**config.mk**
```make
export PLATFORM = sky130hd
export DESIGN_NAME = csr_charger_regs
export DESIGN_NICKNAME = d
export VERILOG_FILES = /design/src/rtl/csr_pkg.sv /design/src/rtl/csr_irq_if.sv /design/src/rtl/csr_charger_regs.sv /design/src/rtl/csr_irq_pulse.sv
export SDC_FILE = /design/constraint.sdc
export NUM_CORES = 1
export LEC_CHECK = 0
export BUFFER_PORTS_ARGS = -buffer_cell sky130_fd_sc_hd__buf_4
export CORE_ASPECT_RATIO = 1.25
export CORE_MARGIN = 2
export CORE_UTILIZATION = 30
export DETAILED_ROUTE_END_ITERATION = 8
export PLACE_DENSITY_LB_ADDON = 0.25
export SYNTH_ARGS = -nofsm -noshare
export SYNTH_HDL_FRONTEND = slang
export SYNTH_SLANG_ARGS = --single-unit
```
**constraint.sdc**
```tcl
create_clock -name ref_clk -period 1.4 [get_ports ref_clk]
set_input_delay 0.07 -clock ref_clk [delete_from_list [all_inputs] [get_ports ref_clk]]
set_output_delay 0.07 -clock ref_clk [all_outputs]
set_load 0.005 [all_outputs]
```
**src/rtl/csr_pkg.sv**
```systemverilog
// Shared constants, encodings and helpers for the charger register bank
package csr_pkg;

  // ***************************************************************
  // Timing
  // ***************************************************************
  localparam int CLK_PERIOD_NS  = 100;      // Ref clock period, 10 MHz
  localparam int IRQ_PULSE_NS   = 256000;   // Host interrupt pulse length
  // Fixed pulse length, rounded down, never below one cycle
  localparam int IRQ_PULSE_CYC  = (IRQ_PULSE_NS / CLK_PERIOD_NS) < 1 ? 1 :
                                  (IRQ_PULSE_NS / CLK_PERIOD_NS);
  localparam int IRQ_CNT_W      = 12;       // Holds IRQ_PULSE_CYC

  // ***************************************************************
  // Register offsets
  // ***************************************************************
  localparam logic [7:0] ADDR_STATUS_TWO = 8'h0a;
  localparam logic [7:0] ADDR_PART_INFO  = 8'h0b;
  localparam logic [7:0] ADDR_TEMP_CTRL  = 8'h0c;

  // ***************************************************************
  // Field positions
  // ***************************************************************
  localparam int BIT_SRC_GOOD    = 7;       // Status two fields
  localparam int BIT_VLIM_ACT    = 6;
  localparam int BIT_ILIM_ACT    = 5;
  localparam int BIT_TOPOFF_RUN  = 3;
  localparam int BIT_OVERVOLT    = 2;
  localparam int BIT_VLIM_BLOCK  = 1;
  localparam int BIT_ILIM_BLOCK  = 0;
  localparam int BIT_REG_RESET   = 7;       // Part information
  localparam int COOL_SCALE_LSB  = 6;       // Temperature control
  localparam int WARM_SCALE_LSB  = 4;
  localparam int COOL_EDGE_LSB   = 2;
  localparam int WARM_EDGE_LSB   = 0;

  // ***************************************************************
  // Reset values
  // ***************************************************************
  localparam logic [7:0] TEMP_CTRL_RST   = 8'h75;
  // Bits that a register reset does not touch (threshold high bits)
  localparam logic [7:0] TEMP_CTRL_KEEP  = 8'h0a;
  localparam logic       IRQ_BLOCK_RST   = 1'b0;
  localparam logic [2:0] PART_RSVD_VAL   = 3'h4;
  localparam logic       WD_FAULT_RST    = 1'b1;

  // ***************************************************************
  // Encodings
  // ***************************************************************
  localparam logic [1:0] SCALE_FULL      = 2'h3;

  // Charge current share in percent for a band scale code
  function automatic logic [6:0] scale_pct(input logic [1:0] code);
    case (code)
      2'h0:    scale_pct = 7'h00;           // No charge
      2'h1:    scale_pct = 7'h14;           // 20 %
      2'h2:    scale_pct = 7'h32;           // 50 %
      default: scale_pct = 7'h64;           // 100 %
    endcase
  endfunction

  // Cool edge ratio in hundredths of a percent
  function automatic logic [13:0] cool_edge_bp(input logic [1:0] code);
    case (code)
      2'h0:    cool_edge_bp = 14'h1ba3;
      2'h1:    cool_edge_bp = 14'h1aa9;
      2'h2:    cool_edge_bp = 14'h197d;
      default: cool_edge_bp = 14'h1851;
    endcase
  endfunction

  // Warm edge ratio in hundredths of a percent
  function automatic logic [13:0] warm_edge_bp(input logic [1:0] code);
    case (code)
      2'h0:    warm_edge_bp = 14'h12d9;
      2'h1:    warm_edge_bp = 14'h117b;
      2'h2:    warm_edge_bp = 14'h0feb;
      default: warm_edge_bp = 14'h0ebf;
    endcase
  endfunction

endpackage
```
**src/rtl/csr_irq_if.sv**
```systemverilog
// Handshake between the register bank and the interrupt pulse maker
`timescale 1ns/1ps
interface csr_irq_if;
  logic req;     // Bank has an unmasked regulation entry waiting
  logic ready;   // Pulse maker idle, takes req this cycle
  logic pulse;   // Interrupt pulse level to the host

  modport src (output req, input ready, input pulse);
  modport gen (input req, output ready, output pulse);
endinterface

```
**src/rtl/csr_charger_regs.sv**
```systemverilog
// Charger status two, part information and temperature band registers
`timescale 1ns/1ps
module csr_charger_regs #(
  parameter logic [3:0] PART_CODE = 4'h5   // Arbitrary identity value
) (
  input  wire logic        ref_clk,
  input  wire logic        rst,
  // Register access port, one transaction per strobe
  input  wire logic [7:0]  reg_addr,
  input  wire logic [7:0]  reg_wdata,
  input  wire logic        reg_wr,
  input  wire logic        reg_rd,
  output logic      [7:0]  reg_rdata,
  // Condition pins from the analog side, asynchronous
  input  wire logic        input_source_good,
  input  wire logic        input_voltage_limit_active,
  input  wire logic        input_current_limit_active,
  input  wire logic        final_charge_timer_running,
  input  wire logic        input_overvoltage_flag,
  input  wire logic        watchdog_expired,
  // Outputs to host and charge control
  output logic             host_irq_pulse,
  output logic             safety_timer_restart,
  output logic             watchdog_fault,
  output logic      [6:0]  cool_band_charge_pct,
  output logic      [6:0]  warm_band_charge_pct,
  output logic             cool_band_slowdown_ok,
  output logic             warm_band_slowdown_ok,
  output logic      [13:0] cool_edge_threshold_bp,
  output logic      [13:0] warm_edge_threshold_bp
);

  // ***************************************************************
  // Pin synchronisers
  // ***************************************************************
  logic [5:0] pins_in;      // Raw pins gathered
  logic [5:0] sync1_reg;    // First stage, read only by second
  logic [5:0] sync2_reg;    // Safe to use

  assign pins_in = {watchdog_expired, input_source_good,
                    input_voltage_limit_active, input_current_limit_active,
                    final_charge_timer_running, input_overvoltage_flag};

  // Two flops per pin; the analog flags settle at their own pace
  always_ff @(posedge ref_clk or posedge rst) begin
    if (rst) begin
      sync1_reg <= 6'h00;
      sync2_reg <= 6'h00;
    end else begin
      sync1_reg <= pins_in;
      sync2_reg <= sync1_reg;
    end
  end

  logic wd_s;               // Synchronised watchdog expiry level
  logic good_s;
  logic vlim_s;
  logic ilim_s;
  logic topoff_s;
  logic ovp_s;
  assign {wd_s, good_s, vlim_s, ilim_s, topoff_s, ovp_s} = sync2_reg;

  // ***************************************************************
  // Register state
  // ***************************************************************
  logic       vblock_reg, vblock_next;     // Voltage limit irq block
  logic       iblock_reg, iblock_next;     // Current limit irq block
  logic [7:0] tctl_reg, tctl_next;         // Temperature band control
  logic       rreset_reg, rreset_next;     // Register reset in progress
  logic       restart_reg, restart_next;   // Safety timer restart pulse
  logic       wdf_reg, wdf_next;           // Watchdog fault flag
  logic       wd_prev_reg, wd_prev_next;   // For expiry edge
  logic       vlim_prev_reg, vlim_prev_next;
  logic       ilim_prev_reg, ilim_prev_next;
  logic       vpend_reg, vpend_next;       // Unserved voltage entry
  logic       ipend_reg, ipend_next;       // Unserved current entry
  logic [7:0] rdata_reg, rdata_next;       // Read data

  logic [7:0] status_val;                  // Status two as read
  logic [7:0] part_val;                    // Part information as read
  logic       wr_stat;                     // Write decode strobes
  logic       wr_part;
  logic       wr_tctl;
  logic       wd_rise;                     // Watchdog expiry event
  logic       vlim_rise;                   // Regulation entries
  logic       ilim_rise;

  csr_irq_if irq_bus ();                   // To pulse maker

  // Read views; reserved bit 4 reads zero
  assign status_val = {good_s, vlim_s, ilim_s, 1'b0,
                       topoff_s, ovp_s, vblock_reg, iblock_reg};
  assign part_val   = {rreset_reg, PART_CODE,
                       csr_pkg::PART_RSVD_VAL};

  assign wr_stat   = reg_wr && (reg_addr == csr_pkg::ADDR_STATUS_TWO);
  assign wr_part   = reg_wr && (reg_addr == csr_pkg::ADDR_PART_INFO);
  assign wr_tctl   = reg_wr && (reg_addr == csr_pkg::ADDR_TEMP_CTRL);
  assign wd_rise   = wd_s && !wd_prev_reg;
  assign vlim_rise = vlim_s && !vlim_prev_reg;
  assign ilim_rise = ilim_s && !ilim_prev_reg;

  // One request covers every entry waiting when the maker is idle
  assign irq_bus.req = vpend_reg || ipend_reg;

  // Next values for the whole register bank
  always_comb begin
    vblock_next    = vblock_reg;
    iblock_next    = iblock_reg;
    tctl_next      = tctl_reg;
    rreset_next    = rreset_reg;
    restart_next   = 1'b0;
    wdf_next       = wdf_reg;
    wd_prev_next   = wd_s;
    vlim_prev_next = vlim_s;
    ilim_prev_next = ilim_s;
    vpend_next     = vpend_reg;
    ipend_next     = ipend_reg;
    rdata_next     = rdata_reg;

    // Host writes; read-only bits and part code are dropped
    if (wr_stat) begin
      vblock_next = reg_wdata[csr_pkg::BIT_VLIM_BLOCK];
      iblock_next = reg_wdata[csr_pkg::BIT_ILIM_BLOCK];
    end
    if (wr_tctl) begin
      tctl_next = reg_wdata;
    end
    // Writing zero to the reset bit leaves settings alone
    if (wr_part && reg_wdata[csr_pkg::BIT_REG_RESET]) begin
      rreset_next = 1'b1;
    end
    // Any host write returns the device to host mode
    if (reg_wr) begin
      wdf_next = 1'b0;
    end

    // Register reset applies one cycle after the request, then clears
    if (rreset_reg) begin
      vblock_next  = csr_pkg::IRQ_BLOCK_RST;
      iblock_next  = csr_pkg::IRQ_BLOCK_RST;
      tctl_next    = (tctl_reg & csr_pkg::TEMP_CTRL_KEEP) |
                     (csr_pkg::TEMP_CTRL_RST & ~csr_pkg::TEMP_CTRL_KEEP);
      restart_next = 1'b1;
      rreset_next  = 1'b0;
    end

    // Watchdog expiry wins over a same-cycle host write
    if (wd_rise) begin
      tctl_next = csr_pkg::TEMP_CTRL_RST;
      wdf_next  = 1'b1;
    end

    // Entries: served request clears, new entry in same cycle wins
    if (irq_bus.ready && irq_bus.req) begin
      vpend_next = 1'b0;
      ipend_next = 1'b0;
    end
    if (vlim_rise && !vblock_reg) begin
      vpend_next = 1'b1;
    end
    if (ilim_rise && !iblock_reg) begin
      ipend_next = 1'b1;
    end
    // Blocking an entry also drops one still waiting
    if (vblock_reg) begin
      vpend_next = 1'b0;
    end
    if (iblock_reg) begin
      ipend_next = 1'b0;
    end

    // Read data; unmapped offsets answer zero
    if (reg_rd) begin
      case (reg_addr)
        csr_pkg::ADDR_STATUS_TWO: rdata_next = status_val;
        csr_pkg::ADDR_PART_INFO:  rdata_next = part_val;
        csr_pkg::ADDR_TEMP_CTRL:  rdata_next = tctl_reg;
        default:                  rdata_next = 8'h00;
      endcase
    end
  end

  // Registers of the bank
  always_ff @(posedge ref_clk or posedge rst) begin
    if (rst) begin
      vblock_reg    <= csr_pkg::IRQ_BLOCK_RST;
      iblock_reg    <= csr_pkg::IRQ_BLOCK_RST;
      tctl_reg      <= csr_pkg::TEMP_CTRL_RST;
      rreset_reg    <= 1'b0;
      restart_reg   <= 1'b0;
      wdf_reg       <= csr_pkg::WD_FAULT_RST;
      wd_prev_reg   <= 1'b0;
      vlim_prev_reg <= 1'b0;
      ilim_prev_reg <= 1'b0;
      vpend_reg     <= 1'b0;
      ipend_reg     <= 1'b0;
      rdata_reg     <= 8'h00;
    end else begin
      vblock_reg    <= vblock_next;
      iblock_reg    <= iblock_next;
      tctl_reg      <= tctl_next;
      rreset_reg    <= rreset_next;
      restart_reg   <= restart_next;
      wdf_reg       <= wdf_next;
      wd_prev_reg   <= wd_prev_next;
      vlim_prev_reg <= vlim_prev_next;
      ilim_prev_reg <= ilim_prev_next;
      vpend_reg     <= vpend_next;
      ipend_reg     <= ipend_next;
      rdata_reg     <= rdata_next;
    end
  end

  // ***************************************************************
  // Interrupt pulse maker
  // ***************************************************************
  csr_irq_pulse u_irq_pulse (
    .ref_clk (ref_clk),
    .rst     (rst),
    .irq     (irq_bus.gen)
  );

  // ***************************************************************
  // Outputs, all derived from flops
  // ***************************************************************
  logic [1:0] cool_code;   // Band fields
  logic [1:0] warm_code;
  assign cool_code = tctl_reg[csr_pkg::COOL_SCALE_LSB +: 2];
  assign warm_code = tctl_reg[csr_pkg::WARM_SCALE_LSB +: 2];

  assign reg_rdata              = rdata_reg;
  assign host_irq_pulse         = irq_bus.pulse;
  assign safety_timer_restart   = restart_reg;
  assign watchdog_fault         = wdf_reg;
  assign cool_band_charge_pct   = csr_pkg::scale_pct(cool_code);
  assign warm_band_charge_pct   = csr_pkg::scale_pct(warm_code);
  // Full scale keeps the safety timer at normal speed in that band
  assign cool_band_slowdown_ok  = (cool_code != csr_pkg::SCALE_FULL);
  assign warm_band_slowdown_ok  = (warm_code != csr_pkg::SCALE_FULL);
  assign cool_edge_threshold_bp = csr_pkg::cool_edge_bp(
           tctl_reg[csr_pkg::COOL_EDGE_LSB +: 2]);
  assign warm_edge_threshold_bp = csr_pkg::warm_edge_bp(
           tctl_reg[csr_pkg::WARM_EDGE_LSB +: 2]);

endmodule // csr_charger_regs

```
**src/rtl/csr_irq_pulse.sv**
```systemverilog
// Fixed-length interrupt pulse maker
`timescale 1ns/1ps
module csr_irq_pulse (
  input  wire logic ref_clk,
  input  wire logic rst,
  csr_irq_if.gen    irq
);

  // ***************************************************************
  // State
  // ***************************************************************
  typedef enum logic {CSR_IDLE, CSR_PULSE} csr_pulse_e;

  csr_pulse_e                  state_reg;   // Current phase
  csr_pulse_e                  state_next;
  logic [csr_pkg::IRQ_CNT_W-1:0] cnt_reg;   // Cycles left in pulse
  logic [csr_pkg::IRQ_CNT_W-1:0] cnt_next;
  logic                        pulse_reg;   // Registered pulse output
  logic                        pulse_next;

  // Ready only while idle, so a new entry never stretches a pulse
  assign irq.ready = (state_reg == CSR_IDLE);
  assign irq.pulse = pulse_reg;

  // Next-state: one request gives exactly one fixed pulse
  always_comb begin
    state_next = state_reg;
    cnt_next   = cnt_reg;
    pulse_next = pulse_reg;
    case (state_reg)
      CSR_IDLE: begin
        if (irq.req) begin
          state_next = CSR_PULSE;
          cnt_next   = csr_pkg::IRQ_CNT_W'(csr_pkg::IRQ_PULSE_CYC - 1);
          pulse_next = 1'b1;
        end
      end
      CSR_PULSE: begin
        if (cnt_reg == '0) begin
          state_next = CSR_IDLE;
          pulse_next = 1'b0;
        end else begin
          cnt_next = cnt_reg - 1'b1;
        end
      end
      default: begin
        state_next = CSR_IDLE;
        cnt_next   = '0;
        pulse_next = 1'b0;
      end
    endcase
  end

  // Registers
  always_ff @(posedge ref_clk or posedge rst) begin
    if (rst) begin
      state_reg <= CSR_IDLE;
      cnt_reg   <= '0;
      pulse_reg <= 1'b0;
    end else begin
      state_reg <= state_next;
      cnt_reg   <= cnt_next;
      pulse_reg <= pulse_next;
    end
  end

endmodule // csr_irq_pulse

```
=== Yosys cells after proc, flatten, opt, wreduce, memory -nomap -nowiden ===
Cells that the tools add are included.

* Bits of input ports: 26
* Bits in registers: 52
* Output and inout port bits: 55

* Mux-type cells: 31
* Add/sub/neg operators: 1
* Eq/ne operators: 17
* Reductions and logical operators: 30
* Bitwise gates (word level): 1

{| class="wikitable"
|+ Operator list
! operator !! number
|-
| 7-bit case mux with 3 select lines || 2
|-
| 13-bit case mux with 3 select lines || 1
|-
| 10-bit case mux with 3 select lines || 1
|-
| 8-bit by 4-bit == test with 1-bit output (second input constant) || 3
|-
| 12-bit 2-to-1 mux || 2
|-
| 8-bit 2-to-1 mux || 3
|-
| 12-bit case mux with 2 select lines || 1
|-
| 8-bit case mux with 3 select lines || 1
|-
| 1-bit 2-to-1 mux || 18
|-
| 12-bit logical NOT || 1
|-
| 12-bit by 1-bit subtractor with 12-bit output (second input constant) || 1
|-
| 1-bit logical AND || 10
|-
| 2-bit inequality test (second input constant) || 5
|-
| 3-bit nonzero test || 3
|-
| 2-bit by 1-bit == test with 1-bit output (second input constant) || 4
|-
| 2-bit == test (second input constant) || 4
|-
| 2-bit logical NOT || 4
|-
| 2-bit AND reduction || 3
|-
| 2-bit nonzero test || 3
|-
| 1-bit logical NOT || 5
|-
| 1-bit case mux with 2 select lines || 2
|-
| 2-bit by 1-bit inequality test with 1-bit output (second input constant) || 1
|-
| 1-bit logical OR || 1
|-
| 1-bit inverter || 1
|}

=== Depth between registers and ports, before layout ===
Gate-level depths: netlist of the first run.

* Word-level depth: 5
* Mapped depth: 7
* Mapped depth without buffers: 6

=== Cells and area by module ===
From an unflattened synthesis of the first run, not the netlist that was laid out.

* Cell total of the unflattened synthesis: 275
* Area, all modules: 2757.6 µm²

{| class="wikitable"
|+ By module, submodules not included
! module !! area an instance (µm²) !! cells an instance !! instances
|-
| csr_charger_regs || 2010.7 || 199 || 1
|-
| csr_irq_pulse || 747.0 || 76 || 1
|}

=== Worst setup path after synthesis of the first run ===
Ideal clock, no wire load.

* Kind: register to register
* From: register u_irq_pulse.cnt_reg[8] (netlist name)
* To: register u_irq_pulse.cnt_reg[5] (netlist name)
* Path slack: -0.159 ns
* Stages on the path, launching flop included: 6
* Data required time: 1.244 ns
* Arrival: 1.403 ns
* Library setup time: 0.156 ns
* Clock period less this slack: 1.559 ns
* Cell sequence: dfrtp_1 or3_4 nand4bb_1 buf_6 a311oi_2 a41oi_1

* Cells in the longest elaborated chain, start to end: 3

{| class="wikitable"
|+ RTL lines
! item !! line !! source
|-
| start: declaration || csr_irq_pulse.sv:16 || <nowiki>logic [csr_pkg::IRQ_CNT_W-1:0] cnt_reg;</nowiki>
|-
| start signal: assignment || csr_irq_pulse.sv:62 || <nowiki>cnt_reg <= cnt_next;</nowiki>
|-
| 12-bit logical NOT || csr_irq_pulse.sv:39 || <nowiki>if (cnt_reg == '0) begin</nowiki>
|-
| 2-bit inequality test (no source line) || n/a ||
|-
| 2-bit AND reduction (no source line) || n/a ||
|}

Every way passes these cells.
A chain may end at the register's enable or synchronous reset.

=== Worst setup path in the final report of the first run ===
* From: register u_irq_pulse.cnt_reg[10] (netlist name)
* To: register u_irq_pulse.cnt_reg[2] (netlist name)

The elaborated chain is that of the path after synthesis.

==> results of run 1 <==
==> final timing paths <==
check	startpoint	endpoint	slack, ns
min in group asynchronous	rst	u_irq_pulse.cnt_reg[7]	0.35
max in group asynchronous	rst	tctl_reg[0]	0.75
max reg2reg	u_irq_pulse.cnt_reg[10]	u_irq_pulse.cnt_reg[2]	-0.22
min reg2reg	sync1_reg[3]	sync2_reg[3]	0.35
min	reg_wdata[0]	tctl_reg[0]	0.008
max	u_irq_pulse.cnt_reg[10]	u_irq_pulse.cnt_reg[2]	-0.22
==> tightest hold or removal path, stage by stage <==
cell	delay (ns)
buf_4	0.09
mux2i_1	0.05
nand2_1	0.07
==> power by group through the flow <==
stage          clock (mW)  sequential [mW]  combinational [mW]
3_5_place_dp            0             1.77               0.928
3_3_place_gp            0             1.77               0.908
6_report            0.907             1.76                1.14
4_1_cts             0.930             1.75                1.06
5_1_grt              1.01             1.78                1.24
2_1_floorplan           0             1.79               0.474
==> placed cells by master, fill, tap and decap left out, types with 3 or more instances in the layout <==
cell type	netlist	layout
a211o_1	3	3
a21o_1	3	3
a21oi_1	4	4
a22o_1	4	4
buf_4	17	78
buf_6	1	38
clkbuf_8	0	6
conb_1	2	12
dfrtp_1	46	43
dfrtp_2	0	3
dfstp_2	6	6
dlygate4sd3_1	0	11
ha_4	0	19
inv_1	28	9
inv_2	0	16
inv_4	0	3
mux2i_1	12	12
nand2_1	19	18
nand2b_1	4	4
nand3_1	8	4
nand3_2	0	4
nand4_1	4	4
nor2_1	20	18
nor2b_1	3	3
nor3_1	6	5
o21ai_0	7	5
o21ai_1	1	3
o22ai_1	4	4
or2_4	0	7
==> logic make-up after synthesis <==
| logic type | synth area share |
|---|---|
| mux | 0.0444 |
| simple gates | 0.178 |
| buf+inv | 0.0939 |
| other cells | 0.00278 |
| fa+ha+maj | 0.0925 |
| flops | 0.484 |
| compound gates | 0.105 |
==> per-stage QoR <==
step	setup TNS, ns	hold slack [ns]	worst slack, ns
finish	-2.93	0.00822	-0.220
global route	-5.00	0.00425	-0.257
CTS	-3.42	0.00521	-0.213
detailed placement	-1.65	0.153	-0.204
global placement	-1.37	0.143	-0.164
floorplan	-0.575	0.101	-0.133
==> layout make-up <==
| cell class | instances | area, um^2 | share of cell area |
|---|---|---|---|
| clock buffer | 6 | 82.6 | 0.0191 |
| clock inverter | 1 | 8.76 | 0.00203 |
| inverter | 28 | 113 | 0.0261 |
| multi-input combinational | 166 | 1510 | 0.349 |
| sequential | 52 | 1310 | 0.304 |
| tap | 120 | 150 | 0.0348 |
| timing repair buffer | 128 | 1140 | 0.265 |
==> repair_timing <==
item,CTS,global route
setup endpoints to repair,35,40
hold buffers,11,0
endpoints found under the hold margin,56,0
pin swaps,21,13
gates resized for setup,73,48
buffers inserted,8,7
==> layer usage <==
layer,track usage,up-vias,wire (um)
met3,0.0298,7,271
met1,0.167,1093,2830
met5,0,-,0
met2,0.284,53,3940
met4,0.0320,0,65
li1,-,1098,-
==> results_dict.tcl, run 1 <==
set metrics [dict create \
    period_share 1.16 \
    required_ns 1.58 \
    async_flop_share 1.00 \
    cp-start-kind "flop" \
    fin_cells 501 \
    power_mw 3.80 \
    status "finished with violations" \
    setup_viol 31 \
    clock_skew_ns 0.0180 \
    ctsRootBufferMaster "clkbuf_8" \
    hp-class "primary input to flop" \
    vias 2251 \
    grt_overflow 0 \
    syn_area_um2 2710 \
    core_region_area_um2 8700 \
    yosysWarnings 0 \
    p_comb_frac 0.299 \
    io_pins 81 \
    syn-mean-instance-area_um2 10.6 \
    clkSlewWorstSetupHoldPaths_ns 0.11 \
    utilization 0.496 \
    synth_cell_type_count 46 \
    peakVddDrop_v 0.000427 \
    synthCells 256 \
    seqPwrFrac 0.462 \
    cts_tree "done" \
    grt_pass1_vias 2300 \
    dpl.hpwl_mm 4.95 \
    dpl_cell_area_um2 3520 \
    largest_reg_flops 12 \
    numCtsBuffers 5 \
    drive_gt1_frac 0.528 \
    slew_viol_final 0 \
    p_sw_mw 1.12 \
    cp_slowest_cell "dfrtp_1" \
    design_area_um2 4320 \
    max_freq_mhz 617 \
    synth_commonest_cells "46 x dfrtp_1, 28 x inv_1, 20 x ha_1, 20 x nor2_1, 19 x nand2_1" \
    grt_max_degree 53 \
    internal-power_mw 2.69 \
    track_usage 0.148 \
    diodes 0 \
    place_inst 468 \
    p_leak_nw 2.06 \
    power.share.clock 0.239 \
    hold_viol_final 0 \
    htreeDepth 2 \
    critPathBufInv 1 \
    fin_crit_ns 1.62 \
    gp_congestion 0.842 \
    holdPathStages 3 \
    netlist.area_leader.share 0.426 \
    synth-edff-count 0 \
    die_w_um 88.9 \
    yosys_register_bits 52 \
    area_growth_pct 59.6 \
    drv_cap 0 \
    grt_pass1_wl_mm 11.2 \
    vias_per_cell 4.49 \
    worst_slack_ns -0.220 \
    synth_most_common_cell "dfrtp_1" \
    drt_iter0_drc 71 \
    cp_max_fo 8 \
    synth_area_leaders "dfrtp_1 43%, ha_1 9.3%, dfstp_2 5.8%" \
    cp_cell_sequence "or3_4 -> nand4bb_4 -> buf_6 -> a221o_1" \
    worstSetupPathType "flop to flop" \
    fin_nets 427 \
    crit_cells 4 \
    ys.flop_type "dfrtp_1" \
    rsz0062_at_grt "yes" \
    drt_pass1_iterations 6 \
    crit_path_max_incr_delay_ns 0.40 \
    drc 0 \
    cp_top_family "simple AND/OR/NAND/NOR gates" \
    die-height_um 110 \
    start_util 0.311 \
    switching_share 0.293 \
    finalWirelength_mm 7.10 \
    portBuffers 68 \
    die-area_um2 9800 \
    cts.sinks 52 \
    yosysSeqAreaShare 0.484 \
    yosysTopAreaCell "dfrtp_1" \
    violations "setup timing" \
    clock_latency_ns 0.31 \
    drtAntennaViolNets 0 \
    worstPathArrival_ns 1.80 \
    antenna_found_initial 0 \
    clockBufferDepth 2 \
    worst-r2r-cell-count 4 \
    power_density_nw_per_um2 880 \
    avgRoutedWirePerCell_um 14.2 \
    fillers 800 \
    endpoint_kind "flop" \
    row_count 38 \
]
No activity file was read; power rests on OpenSTA's default activity.
==> inputs of run 2 (changes only) <==
--- a/config.mk
+++ b/config.mk
@@ -5,8 +5,8 @@
 export SDC_FILE = /design/constraint.sdc
 export NUM_CORES = 1
 export LEC_CHECK = 0
-export BUFFER_PORTS_ARGS = -buffer_cell sky130_fd_sc_hd__buf_4
-export CORE_ASPECT_RATIO = 1.25
+export BUFFER_PORTS_ARGS = -buffer_cell sky130_fd_sc_hd__buf_2
+export CORE_ASPECT_RATIO = 1.5
 export CORE_MARGIN = 2
 export CORE_UTILIZATION = 30
 export DETAILED_ROUTE_END_ITERATION = 8
==> results_dict.tcl, run 2 (synthesis gave the netlist of run 1 again) <==
set metrics [dict create \
    gp_congestion 0.830 \
    core_region_area_um2 8780 \
    drt_iter0_drc 59 \
    cts.sinks 52 \
    power.share.clock 0.295 \
    holdPathStages 3 \
    rsz0062_at_grt "yes" \
    cts_tree "done" \
    avgRoutedWirePerCell_um 13.9 \
    internal-power_mw 2.97 \
    clkSlewWorstSetupHoldPaths_ns 0.07 \
    antenna_found_initial 0 \
    period_share 1.16 \
    drive_gt1_frac 0.526 \
    p_comb_frac 0.282 \
    power_mw 4.19 \
    grt_pass1_wl_mm 11.1 \
    cp_max_fo 3 \
    clockBufferDepth 2 \
    seq_area_um2 1310 \
    final_cell_mix "56 x buf_2, 43 x dfrtp_1, 36 x buf_4" \
    slew_viol_final 0 \
    worstPathArrival_ns 1.81 \
    clock_latency_ns 0.29 \
    die-area_um2 9810 \
    hp-class "primary input to flop" \
    htreeDepth 2 \
    setup_viol 26 \
    diodes 0 \
    largest_reg_flops 12 \
    finalWirelength_mm 6.89 \
    switching_share 0.291 \
    max_freq_mhz 618 \
    cp-start-kind "flop" \
    final_common_cell "buf_2" \
    dpl_cell_area_um2 3350 \
    row_count 42 \
    drv_cap 0 \
    crit_start "u_irq_pulse.cnt_reg[1]" \
    hold_viol_final 0 \
    worst-r2r-cell-count 7 \
    vias 2252 \
    multiInputGateArea_um2 1540 \
    drc 0 \
    fillers 803 \
    track_usage 0.148 \
    holdWs_ns 0.0245 \
    fin_crit_ns 1.62 \
    die-height_um 120 \
    vias_per_cell 4.56 \
    required_ns 1.59 \
    io_pins 81 \
    power_density_nw_per_um2 994 \
    worst_slack_ns -0.218 \
    die_w_um 81.5 \
    peakVddDrop_v 0.000646 \
    reg2reg_from "u_irq_pulse.cnt_reg[1]" \
    area_growth_pct 55.8 \
    dpl.hpwl_mm 5.03 \
    rrSetupSlack_ns -0.22 \
    endpoint "u_irq_pulse.cnt_reg[10]" \
    grt_pass1_vias 2337 \
    drtAntennaViolNets 0 \
    clock_skew_ns 0.00776 \
    portBuffers 68 \
    start_util 0.308 \
    fin_nets 429 \
    status "finished with violations" \
    violations "setup timing" \
    r2r_end "u_irq_pulse.cnt_reg[10]" \
    seqPwrFrac 0.423 \
    design_area_um2 4220 \
    p_leak_nw 2.05 \
    ctsRootBufferMaster "clkbuf_16" \
    grt_overflow 0 \
    numCtsBuffers 5 \
    endpoint_kind "flop" \
    grt_max_degree 53 \
    worstSetupPathType "flop to flop" \
    p_sw_mw 1.22 \
    drt_pass1_iterations 3 \
]
==> run 2: cell count changes in the layout (fill, tap and decap cells not counted), moves of 2 or more <==
cell / change
buf_6: -12
nor2_4: +2
inv_1: +6
clkbuf_16: +5
ha_4: -2
clkbuf_8: -6
nor2_1: -2
buf_4: -42
buf_2: +56
inv_2: -5
==> run 2: layout make-up <==
class / count / share of cell area
Clock buffer: 5 / 0.0297
Clock inverter: 3 / 0.00505
Tap cell: 110 / 0.0327
Timing Repair Buffer: 130 / 0.231
Sequential cell: 52 / 0.311
Multi-Input combinational cell: 166 / 0.364
Inverter: 28 / 0.0261
==> run 2: power by group through the flow <==
stage / sequential, mW / clock, mW / combinational (mW)
2_1_floorplan: 1.79 / 0 / 0.474
3_3_place_gp: 1.78 / 0 / 0.852
3_5_place_dp: 1.79 / 0 / 0.867
4_1_cts: 1.77 / 1.29 / 1.10
5_1_grt: 1.79 / 1.34 / 1.27
6_report: 1.77 / 1.24 / 1.18
==> run 2: metrics by stage <==
step | instances | setup WS [ns] | setup TNS (ns) | util
after floorplan | 266 | -0.133 | -0.575 | -
after global placement | 460 | -0.148 | -1.38 | 0.382
after detailed placement | 460 | -0.186 | -1.78 | 0.382
after CTS | 492 | -0.231 | -2.43 | 0.459
after global routing | 494 | -0.311 | -4.10 | 0.480
final | 494 | -0.218 | -2.49 | 0.480
==> run 2: routing by layer <==
layer / vias up / routed length, um / track usage
li1: 1100 / - / -
met5: - / 0 / 0
met4: 0 / 125 / 0.0519
met1: 1085 / 2530 / 0.157
met2: 56 / 3920 / 0.277
met3: 11 / 319 / 0.0343
==> run 2: critical path: stages (launching register included) <==
cell      delay [ns]
dfrtp_1         0.39
inv_2           0.07
buf_6           0.10
ha_4            0.12
nand3b_1        0.09
or3_4           0.38
buf_4           0.14
o41ai_2         0.22
==> run 2: how the worst min path moves through the flow <==
stage                            from           end  slack (ns)
2_1_floorplan  input_overvoltage_flag  sync1_reg[0]        0.10
3_3_place_gp                      rst   wd_prev_reg        0.15
3_5_place_dp                      rst   wd_prev_reg        0.15
4_1_cts                  reg_wdata[3]   tctl_reg[3]        0.02
5_1_grt                  reg_wdata[3]   tctl_reg[3]        0.05
6_report                 reg_wdata[3]   tctl_reg[3]        0.02
==> run 2: what timing repair did <==
item | 4_1_cts | 5_1_grt
setup buffers | 13 | 2
gates cloned | 1 | 0
pin swaps | 27 | 10
hold buffers | 11 | 0
endpoints found under the setup margin | 31 | 37
resized for setup | 76 | 33
hold endpoints to repair | 56 | 0
==> inputs of run 3 (changes only) <==
--- a/config.mk
+++ b/config.mk
@@ -10,7 +10,9 @@
 export CORE_MARGIN = 2
 export CORE_UTILIZATION = 30
 export DETAILED_ROUTE_END_ITERATION = 8
+export GPL_TIMING_DRIVEN = 0
 export PLACE_DENSITY_LB_ADDON = 0.25
+export SLEW_MARGIN = 10
 export SYNTH_ARGS = -nofsm -noshare
 export SYNTH_HDL_FRONTEND = slang
 export SYNTH_SLANG_ARGS = --single-unit
==> constraint.sdc (replaced) <==
create_clock -name ref_clk -period 1.9 [get_ports ref_clk]
set_input_delay 0.095 -clock ref_clk [delete_from_list [all_inputs] [get_ports ref_clk]]
set_output_delay 0.095 -clock ref_clk [all_outputs]
set_load 0.005 [all_outputs]
==> results_dict.tcl, run 3 (synthesis gave the netlist of run 1 again) <==
set metrics [dict create \
    status "complete, no violations" \
    htreeDepth 2 \
    grt_overflow 0 \
    worstPathArrival_ns 1.70 \
    grt_max_degree 31 \
    grt_pass1_wl_mm 10.0 \
    vias 2053 \
    start_util 0.308 \
    required_ns 1.80 \
    cp_max_fo 5 \
    clock_latency_ns 0.29 \
    clock_skew_ns 0.00718 \
    vias_per_cell 4.47 \
    hold_viol_final 0 \
    hp-class "primary input to flop" \
    worstSetupPathType "flop to primary output" \
    fillers 921 \
    worst_slack_ns 0.101 \
    track_usage 0.134 \
    numCtsBuffers 5 \
    worst_slew_pin_slew_ns 0.620 \
    power_density_nw_per_um2 785 \
    clkSlewWorstSetupHoldPaths_ns 0.06 \
    finalWirelength_mm 6.08 \
    period_share 0.947 \
    place_inst 444 \
    die-height_um 120 \
    pre_cts_ws_ns 0.189 \
    die_w_um 81.5 \
    endpoint_kind "primary output" \
    cp-start-kind "flop" \
    drt_iter0_drc 67 \
    gp_congestion 0.794 \
    area_growth_pct 27.7 \
    row_count 42 \
    grt_pass1_vias 2053 \
    cts_tree "done" \
    core_region_area_um2 8780 \
    drt_pass1_iterations 4 \
    fin_cells 459 \
    diodes 0 \
    largest_reg_flops 12 \
    fin_nets 394 \
    drtAntennaViolNets 0 \
    avgRoutedWirePerCell_um 13.2 \
    final_common_cell "buf_2" \
    portBuffers 67 \
    setup_viol 0 \
    clockBufferDepth 2 \
    drive_gt1_frac 0.341 \
    io_pins 81 \
    fin_crit_ns 1.80 \
    ctsRootBufferMaster "clkbuf_16" \
    rsz0062_at_grt "no" \
    drc 0 \
    power_mw 2.71 \
    peakVddDrop_v 0.000382 \
    final_cell_mix "69 x buf_2, 46 x dfrtp_1, 27 x inv_1" \
    die-area_um2 9810 \
    slew_headroom 0.584 \
    drv_cap 0 \
    antenna_found_initial 0 \
    slew_viol_final 0 \
    dpl.hpwl_mm 4.74 \
    holdWs_ns 0.0272 \
    cts_resized 0 \
    cts.sinks 52 \
    p_leak_nw 1.81 \
    worst-r2r-cell-count 5 \
    holdPathStages 3 \
    max_freq_mhz 556 \
]
## run 3: cell count changes in the layout (fill, tap and decap cells not counted), sizes merged
cell	change
buf	-31
dlygate4sd3	-4
clkinv	+1
clkinvlp	-1
## run 3: path summary, 6_finish.rpt
path	start	slack (ns)	end
setup / recovery	tctl_reg[2]	0.10	cool_edge_threshold_bp[6]
hold / removal	reg_wdata[5]	0.03	tctl_reg[5]
min in group asynchronous	rst	0.39	tctl_reg[1]
max in group asynchronous	rst	0.97	sync1_reg[3]
setup reg to reg	u_irq_pulse.cnt_reg[5]	0.20	u_irq_pulse.cnt_reg[5]
hold reg to reg	sync1_reg[1]	0.35	sync2_reg[1]
## run 3: where the power goes
| group | switching (mW) | total, mW | internal (mW) |
|---|---|---|---|
| logic | 0.244 | 0.481 | 0.237 |
| clock network | 0.419 | 0.913 | 0.494 |
| registers | 0.104 | 1.32 | 1.21 |
| total | 0.767 | 2.71 | 1.94 |
## run 3: final cells by class
type | instances | area [um^2] | area share
plain buffers | 20 | 149 | 0.0431
clock buffers | 5 | 125 | 0.0362
clock inverters | 3 | 22.5 | 0.00652
inverters | 28 | 105 | 0.0304
multi-input cells | 166 | 1180 | 0.342
flip-flops and latches | 52 | 1310 | 0.379
well taps | 110 | 138 | 0.0399
repair buffers | 75 | 425 | 0.123
## run 3: routing by layer
metal / wire, um / GRT usage / up-vias / part of all wire
li1: - / - / 1025 / -
met1: 2450 / 0.161 / 960 / 0.40
met2: 3160 / 0.224 / 57 / 0.52
met3: 321 / 0.0336 / 11 / 0.053
met4: 148 / 0.0540 / 0 / 0.024
met5: 0 / 0 / - / 0
## run 3: worst max-delay path: stages, from the launching register on
cell and delay (ns):
dfstp_2 0.59, inv_1 0.07, ha_1 0.22, or2_2 0.28, buf_4 0.13, buf_2 0.11
## run 3: through the flow
step | setup TNS, ns | util | instance area (um^2)
after detailed placement | 0 | 0.369 | 3240
after floorplan | 0 | - | 2740
after global placement | -7.71 | 0.366 | 3220
after global routing | 0 | 0.393 | 3450
final | 0 | 0.393 | 3450
after CTS | 0 | 0.393 | 3450
## run 3: timing repair
action                                 in CTS  in global routing
hold buffers                                7                  0
endpoints found under the hold margin      22                  0
setup buffers                               0                  0
